### src/logic/bool_proc_consts.vh
/*
 * Constants for the single-bit Boolean datapath: operation codes,
 * bit addresses, status-word field positions and cycle counts.
 * Assumes inclusion by bare name from the datapath module only.
 */
`ifndef BOOL_PROC_CONSTS_VH
`define BOOL_PROC_CONSTS_VH

// ============================================================
// Operation codes issued by the instruction decoder
`define OP_NONE        4'h0
`define OP_MOVE_TO_C   4'h1
`define OP_MOVE_FROM_C 4'h2
`define OP_AND_C       4'h3
`define OP_OR_C        4'h4
`define OP_JMP_C_SET   4'h5
`define OP_JMP_C_CLR   4'h6
`define OP_JMP_B_SET   4'h7
`define OP_JMP_B_CLR   4'h8
`define OP_JMP_B_CLEAR 4'h9
`define OP_SHORT_JMP   4'hA
`define OP_SET_C       4'hB
`define OP_CLR_C       4'hC
`define OP_SET_BIT     4'hD
`define OP_CLR_BIT     4'hE

// ============================================================
// Bit addresses and status-word layout
`define STATUS_BIT_BASE  8'hD0
`define USER_FLAG0_ADDR  8'hD5
`define USER_FLAG0_POS   5
`define CARRY_POS        7
`define STATUS_RESET     8'h00

// ============================================================
// Machine cycles per operation
`define CYC_SHORT        2'h1
`define CYC_LONG         2'h2

`endif

### src/logic/bool_bit_proc.v
/*
 * Single-bit Boolean datapath of an 8-bit core: carry flag, bit moves,
 * AND/OR with carry, bit and carry conditional relative jumps.
 * Assumes the decoder issues one op pulse per instruction with its
 * operands stable, the bit store answers reads combinationally and
 * takes writes on the clock, and the program counter logic holds off
 * the next op until DONE_OUT. One clock edge is one machine cycle.
 */
`include "bool_proc_consts.vh"

// Functional notes
// - Any bit reached by 8-bit address 0-255
// - Address 0D5H is status word bit 5
// - Load carry from bit in one cycle
// - Store carry into bit, two cycles
// - AND/OR carry with bit or complement
// - Complemented source bit stays unchanged
// - Carry jumps branch on one or zero
// - Bit jumps test any bit, three bytes
// - Jump-and-clear clears bit, two cycles
// - Conditional jumps relative, always two cycles
// - Signed displacement added to incremented PC
// - Zero displacement targets next instruction
// - Short jump uses same relative arithmetic
// - Rotate and arithmetic also update carry
module bool_bit_proc (
    // Clock and reset
    input  wire        MCLK_IN,
    input  wire        RST_IN,
    // Decoder request
    input  wire        OP_VALID_IN,
    input  wire [3:0]  OP_CODE_IN,
    input  wire [7:0]  BIT_ADDR_IN,
    input  wire        BIT_INV_IN,
    input  wire [7:0]  DISP_IN,
    input  wire [15:0] PC_NEXT_IN,
    // Bit store read port
    input  wire        BIT_RDATA_IN,
    // Carry updates from rotate and arithmetic
    input  wire        ALU_C_WE_IN,
    input  wire        ALU_C_IN,
    // Bit store write port
    output reg  [7:0]  BIT_ADDR_OUT,
    output reg         BIT_WE_OUT,
    output reg         BIT_WDATA_OUT,
    // Program counter redirect
    output reg         JUMP_OUT,
    output reg  [15:0] JUMP_TARGET_OUT,
    // Status
    output wire        DONE_OUT,
    output wire        BUSY_OUT,
    output wire        CARRY_OUT,
    output wire [7:0]  STATUS_OUT
);

    // ============================================================
    // State
    localparam ST_IDLE = 1'b0;  // Ready for an op
    localparam ST_SEC  = 1'b1;  // Second machine cycle

    reg         state_reg;       // Sequencer state
    reg         state_next;
    reg  [7:0]  status_reg;      // Status word, carry in bit 7
    reg  [7:0]  status_next;
    reg         done_reg;        // One-cycle completion pulse
    reg         done_next;
    reg  [7:0]  addr_reg;        // Latched bit address
    reg         wval_reg;        // Latched value for second-cycle write
    reg         wen_reg;         // Second-cycle write wanted
    reg         take_reg;        // Branch decision
    reg  [15:0] tgt_reg;         // Branch target
    reg  [7:0]  bit_addr_next;
    reg         bit_we_next;
    reg         bit_wdata_next;
    reg         jump_next;

    // ============================================================
    // Helpers
    // Base of the eight status-word bit addresses, sized for slicing
    localparam [7:0] STATUS_BASE = `STATUS_BIT_BASE;

    // Status word bits live here; everything else is external storage
    function is_status;
        input [7:0] a;
        begin
            is_status = (a[7:3] == STATUS_BASE[7:3]);
        end
    endfunction

    // Sign-extend displacement and add to the incremented PC
    function [15:0] rel_target;
        input [15:0] pc;
        input [7:0]  d;
        begin
            rel_target = pc + {{8{d[7]}}, d};
        end
    endfunction

    // Bit value seen at an address, status word served locally
    wire        src_bit = is_status(BIT_ADDR_IN) ?
                          status_reg[BIT_ADDR_IN[2:0]] : BIT_RDATA_IN;
    wire        opr_bit = src_bit ^ BIT_INV_IN;  // Operand only
    wire        carry   = status_reg[`CARRY_POS];
    wire        start   = OP_VALID_IN && (state_reg == ST_IDLE);

    assign DONE_OUT   = done_reg;
    assign BUSY_OUT   = (state_reg == ST_SEC);
    assign CARRY_OUT  = carry;
    assign STATUS_OUT = status_reg;

    // ============================================================
    // Next-state and datapath
    always @* begin
        state_next     = state_reg;
        status_next    = status_reg;
        done_next      = 1'b0;
        bit_addr_next  = BIT_ADDR_OUT;
        bit_we_next    = 1'b0;
        bit_wdata_next = BIT_WDATA_OUT;
        jump_next      = 1'b0;
        // Rotates and arithmetic write the carry directly
        if (ALU_C_WE_IN) begin
            status_next[`CARRY_POS] = ALU_C_IN;
        end
        case (state_reg)
            ST_IDLE: begin
                if (start) begin
                    case (OP_CODE_IN)
                        `OP_MOVE_TO_C: begin
                            // Single cycle, done right away
                            status_next[`CARRY_POS] = src_bit;
                            done_next = 1'b1;
                        end
                        `OP_AND_C: begin
                            status_next[`CARRY_POS] = carry & opr_bit;
                            done_next = 1'b1;
                        end
                        `OP_OR_C: begin
                            status_next[`CARRY_POS] = carry | opr_bit;
                            done_next = 1'b1;
                        end
                        `OP_SET_C: begin
                            status_next[`CARRY_POS] = 1'b1;
                            done_next = 1'b1;
                        end
                        `OP_CLR_C: begin
                            status_next[`CARRY_POS] = 1'b0;
                            done_next = 1'b1;
                        end
                        `OP_SET_BIT, `OP_CLR_BIT: begin
                            // Single-cycle bit write
                            if (is_status(BIT_ADDR_IN)) begin
                                status_next[BIT_ADDR_IN[2:0]] =
                                    (OP_CODE_IN == `OP_SET_BIT);
                            end else begin
                                bit_we_next    = 1'b1;
                                bit_addr_next  = BIT_ADDR_IN;
                                bit_wdata_next = (OP_CODE_IN == `OP_SET_BIT);
                            end
                            done_next = 1'b1;
                        end
                        `OP_NONE: begin
                            done_next = 1'b1;
                        end
                        default: begin
                            // Two-cycle ops finish in ST_SEC
                            state_next = ST_SEC;
                        end
                    endcase
                end
            end
            ST_SEC: begin
                // Second cycle: write back and redirect
                if (wen_reg) begin
                    if (is_status(addr_reg)) begin
                        status_next[addr_reg[2:0]] = wval_reg;
                    end else begin
                        bit_we_next    = 1'b1;
                        bit_addr_next  = addr_reg;
                        bit_wdata_next = wval_reg;
                    end
                end
                jump_next  = take_reg;
                done_next  = 1'b1;
                state_next = ST_IDLE;
            end
            default: begin
                state_next = ST_IDLE;
            end
        endcase
    end

    // ============================================================
    // First-cycle capture of branch decision and write-back
    reg take_now;
    always @* begin
        take_now = 1'b0;
        case (OP_CODE_IN)
            `OP_JMP_C_SET:   take_now = carry;
            `OP_JMP_C_CLR:   take_now = ~carry;
            `OP_JMP_B_SET:   take_now = src_bit;
            `OP_JMP_B_CLR:   take_now = ~src_bit;
            `OP_JMP_B_CLEAR: take_now = src_bit;
            `OP_SHORT_JMP:   take_now = 1'b1;
            default:         take_now = 1'b0;
        endcase
    end

    // ============================================================
    // Registers
    always @(posedge MCLK_IN) begin
        if (RST_IN) begin
            state_reg       <= ST_IDLE;
            status_reg      <= `STATUS_RESET;
            done_reg        <= 1'b0;
            addr_reg        <= 8'h00;
            wval_reg        <= 1'b0;
            wen_reg         <= 1'b0;
            take_reg        <= 1'b0;
            tgt_reg         <= 16'h0000;
            BIT_ADDR_OUT    <= 8'h00;
            BIT_WE_OUT      <= 1'b0;
            BIT_WDATA_OUT   <= 1'b0;
            JUMP_OUT        <= 1'b0;
            JUMP_TARGET_OUT <= 16'h0000;
        end else begin
            state_reg     <= state_next;
            status_reg    <= status_next;
            done_reg      <= done_next;
            BIT_ADDR_OUT  <= bit_addr_next;
            BIT_WE_OUT    <= bit_we_next;
            BIT_WDATA_OUT <= bit_wdata_next;
            JUMP_OUT      <= jump_next;
            if (start) begin
                addr_reg <= BIT_ADDR_IN;
                take_reg <= take_now;
                tgt_reg  <= rel_target(PC_NEXT_IN, DISP_IN);
                // Store carry, or clear a set bit on taken branch
                wen_reg  <= (OP_CODE_IN == `OP_MOVE_FROM_C) ||
                            ((OP_CODE_IN == `OP_JMP_B_CLEAR) && src_bit);
                wval_reg <= (OP_CODE_IN == `OP_MOVE_FROM_C) ? carry : 1'b0;
            end
            if (jump_next) begin
                JUMP_TARGET_OUT <= tgt_reg;
            end
        end
    end

endmodule

### config.mk
export PLATFORM = sky130hd
export DESIGN_NAME = bool_bit_proc
export DESIGN_NICKNAME = d
export VERILOG_FILES = /design/src/logic/bool_bit_proc.v
export VERILOG_INCLUDE_DIRS = /design/src /design/src/logic
export SDC_FILE = /design/constraint.sdc
export NUM_CORES = 1
export LEC_CHECK = 0
export BUFFER_PORTS_ARGS = -buffer_cell sky130_fd_sc_hd__buf_2
export CORE_ASPECT_RATIO = 1.4
export CORE_MARGIN = 2
export CORE_UTILIZATION = 40
export DETAILED_ROUTE_END_ITERATION = 16
export GPL_TIMING_DRIVEN = 0
export PLACE_DENSITY = 0.59
export SYNTH_ARGS = -nofsm -noshare
export SYNTH_HDL_FRONTEND = slang
export SYNTH_SLANG_ARGS = --single-unit
### constraint.sdc
create_clock -name MCLK_IN -period 3.3 [get_ports MCLK_IN]
set_input_delay 0.66 -clock MCLK_IN [delete_from_list [all_inputs] [get_ports MCLK_IN]]
set_output_delay 0.66 -clock MCLK_IN [all_outputs]
set_load 0.02 [all_outputs]
==> impl_metrics.ini <==
[status]
status = completed

[placed_design]
place_inst = 671
place_area_um2 = 4290
io_buffers = 79
place_hpwl_um = 8050
gp_congestion = 0.847

[clock_network]
cts.sinks = 64
cts_inserted_buffers = 9
clk_path_buf_depth = 2
cts_resized = 0
post_cts.repair.setup_buffers = 0
ctsHoldBuffers = 0
htree_levels = 3
clkTransAtPathRegs_ns = 0.05
cts_tree = done
root_buffer = clkbuf_16
clkLatencyLatePin_ns = 0.33

[synth]
synth_most_common_cell = nand2_1
synth_top_cell_area_share_pct = 34.1
synth_async_sr_flop_share_pct = 0
ys_warn_count = 0
synth_area_leaders = dfxtp_1 34%, a21oi_1 8.8%, nand2_1 8.0%
synthTopCellsByCount = 80 x nand2_1, 66 x a21oi_1, 64 x dfxtp_1
netlist_area_um2 = 3760
yosys.area.top_type = dfxtp_1
synth-seq-cells = 64
synthCells = 485
ys_seq_area_share_pct = 34.1
postSynthNetCount = 544
ys.flop_type = dfxtp_1
syn_area_per_cell_um2 = 7.75
synth_cell_types = 61
synth_edf_count = 0

[route]
route.met3.wl_um = 456
vias = 3802
antenna_left = 0
wl_um = 10500
route.detailed.wl_per_inst_um = 15.4
firstDrtPassIters = 8
met1_length_um = 4260
vias_per_cell = 5.55
routed.top_layer = met4
dr_wl_met2_um = 5490
drt_iter0_drc = 258
drc_errors = 0

[global_routing]
grt_usage_pct = 21.5
antenna_found_initial = 0
grt_first_pass_wirelength_um = 17700
grt_overflow = 0
grt_max_degree = 11
grt_pass1_vias = 3865

[final_layout]
instances_no_fill = 685
num-fill-cells = 934
fin_nets = 634
area_growth_pct = 21.9
final_util_pct = 50.5
final_cell_area_um2 = 4580
diodes = 0
layout-drive-gt1-share_pct = 20.1

[power]
ir_drop_v = 0.000281
leakagePower_nw = 1.89
fin_total_pwr_mw = 2.13
p_per_area_nw_per_um2 = 466

[setup_path]
critPathArrivalTime_ns = 2.64
required_ns = 3.52
crit_type = primary input to flip-flop
cp_max_fo = 5
crit_path_end_kind = flip-flop
start_kind = primary input
reg2reg_depth = 6

[floorplan]
core-area_um2 = 9080
die_w_um = 85.9
die_h_um = 119
std_cell_rows = 41
ios = 81
die-area_um2 = 10200
start_util_pct = 41.4

[timing]
worst_pin_slew_ns = 0.667
max_freq_mhz = 413
tns_ns = 0
clock_skew_ns = 0.00406
hold_viol_final = 0
final-max-slew-violation-count = 0
rsz0062_at_grt = false
period_share_pct = 73.3
slew_headroom_pct = 55.6
min_period_ns = 2.42
setup_viol = 0

[hold_path]
whs_path_depth = 2
min-delay-path-class = flip-flop to flip-flop

[flow_run]
cap_violations = 0
[final timing paths]
kind / start / to / slack (ns)
worst max-delay path: DISP_IN[0] / tgt_reg[12] / 0.88
worst min-delay path: tgt_reg[2] / tgt_reg[2] / 0.45
worst max register to register: BUSY_OUT / addr_reg[5] / 1.11
worst min register to register: tgt_reg[2] / tgt_reg[2] / 0.45
[area by class of cell]
type                    count  area [um^2]  area share [%]
plain buffers              29          125            2.73
multi-input cells         382         2310            50.5
clock buffers              11          253            5.52
flip-flops and latches     64         1280            28.0
well taps                 107          134            2.92
clock inverters             3         42.5           0.928
repair buffers             79          395            8.63
inverters                  10         37.5           0.819
[where the power goes]
group / leakage, nW / internal (mW) / switching [mW]
clock: 0.143 / 0.615 / 0.327
combinational: 1.22 / 0.145 / 0.217
sequential: 0.521 / 0.808 / 0.0221
total: 1.89 / 1.57 / 0.566
[layer usage]
metal / vias up / GRT usage, %
met5: - / 0
met4: 0 / 10.9
met3: 23 / 3.14
met2: 112 / 38.4
met1: 1753 / 24.2
li1: 1914 / -
[worst max-delay path, stage by stage]
cell and delay [ns]:
buf_2 0.08, ha_1 0.16, inv_1 0.05, fa_1 0.38, nor2b_1 0.17, o21a_1 0.17
o21ai_2 0.10, a211o_1 0.30, a31oi_1 0.20, o21ai_0 0.11, a32o_1 0.26
[layout by cell type (no fill, tap or decap), types with 4 or more instances in the layout]
master / n
nor2b_1: 8
o21a_1: 5
ha_1: 15
dfxtp_1: 64
nor3_1: 10
inv_1: 10
xnor2_1: 6
nor3b_1: 5
mux2i_1: 10
o22ai_1: 5
o21ai_0: 19
a21oi_1: 66
nor2_1: 53
buf_2: 83
a22oi_1: 7
nand2_1: 80
clkbuf_16: 9
nand3_1: 10
clkbuf_1: 20
a31oi_1: 4
a211oi_1: 8
nand2b_1: 8
nand4_1: 5
[through the flow]
step                      hold WS (ns)  setup slack [ns]
after CTS                        0.453             0.872
final                            0.451             0.881
after detailed placement         0.443             0.524
after global routing             0.479             0.708
after global placement           0.437             0.583
after floorplan                  0.425             0.833
[kinds of logic after synthesis]
kind of cell | synth area share [%]
DFF | 34.1
xor gates and xnor gates | 2.10
adders and majority gates | 5.83
buffers and inverters | 4.33
muxes | 3.86
AOI/OAI and AO/OA | 24.2
and+or+nand+nor | 25.5
Note: power is estimated with default switching activity, not from simulation.
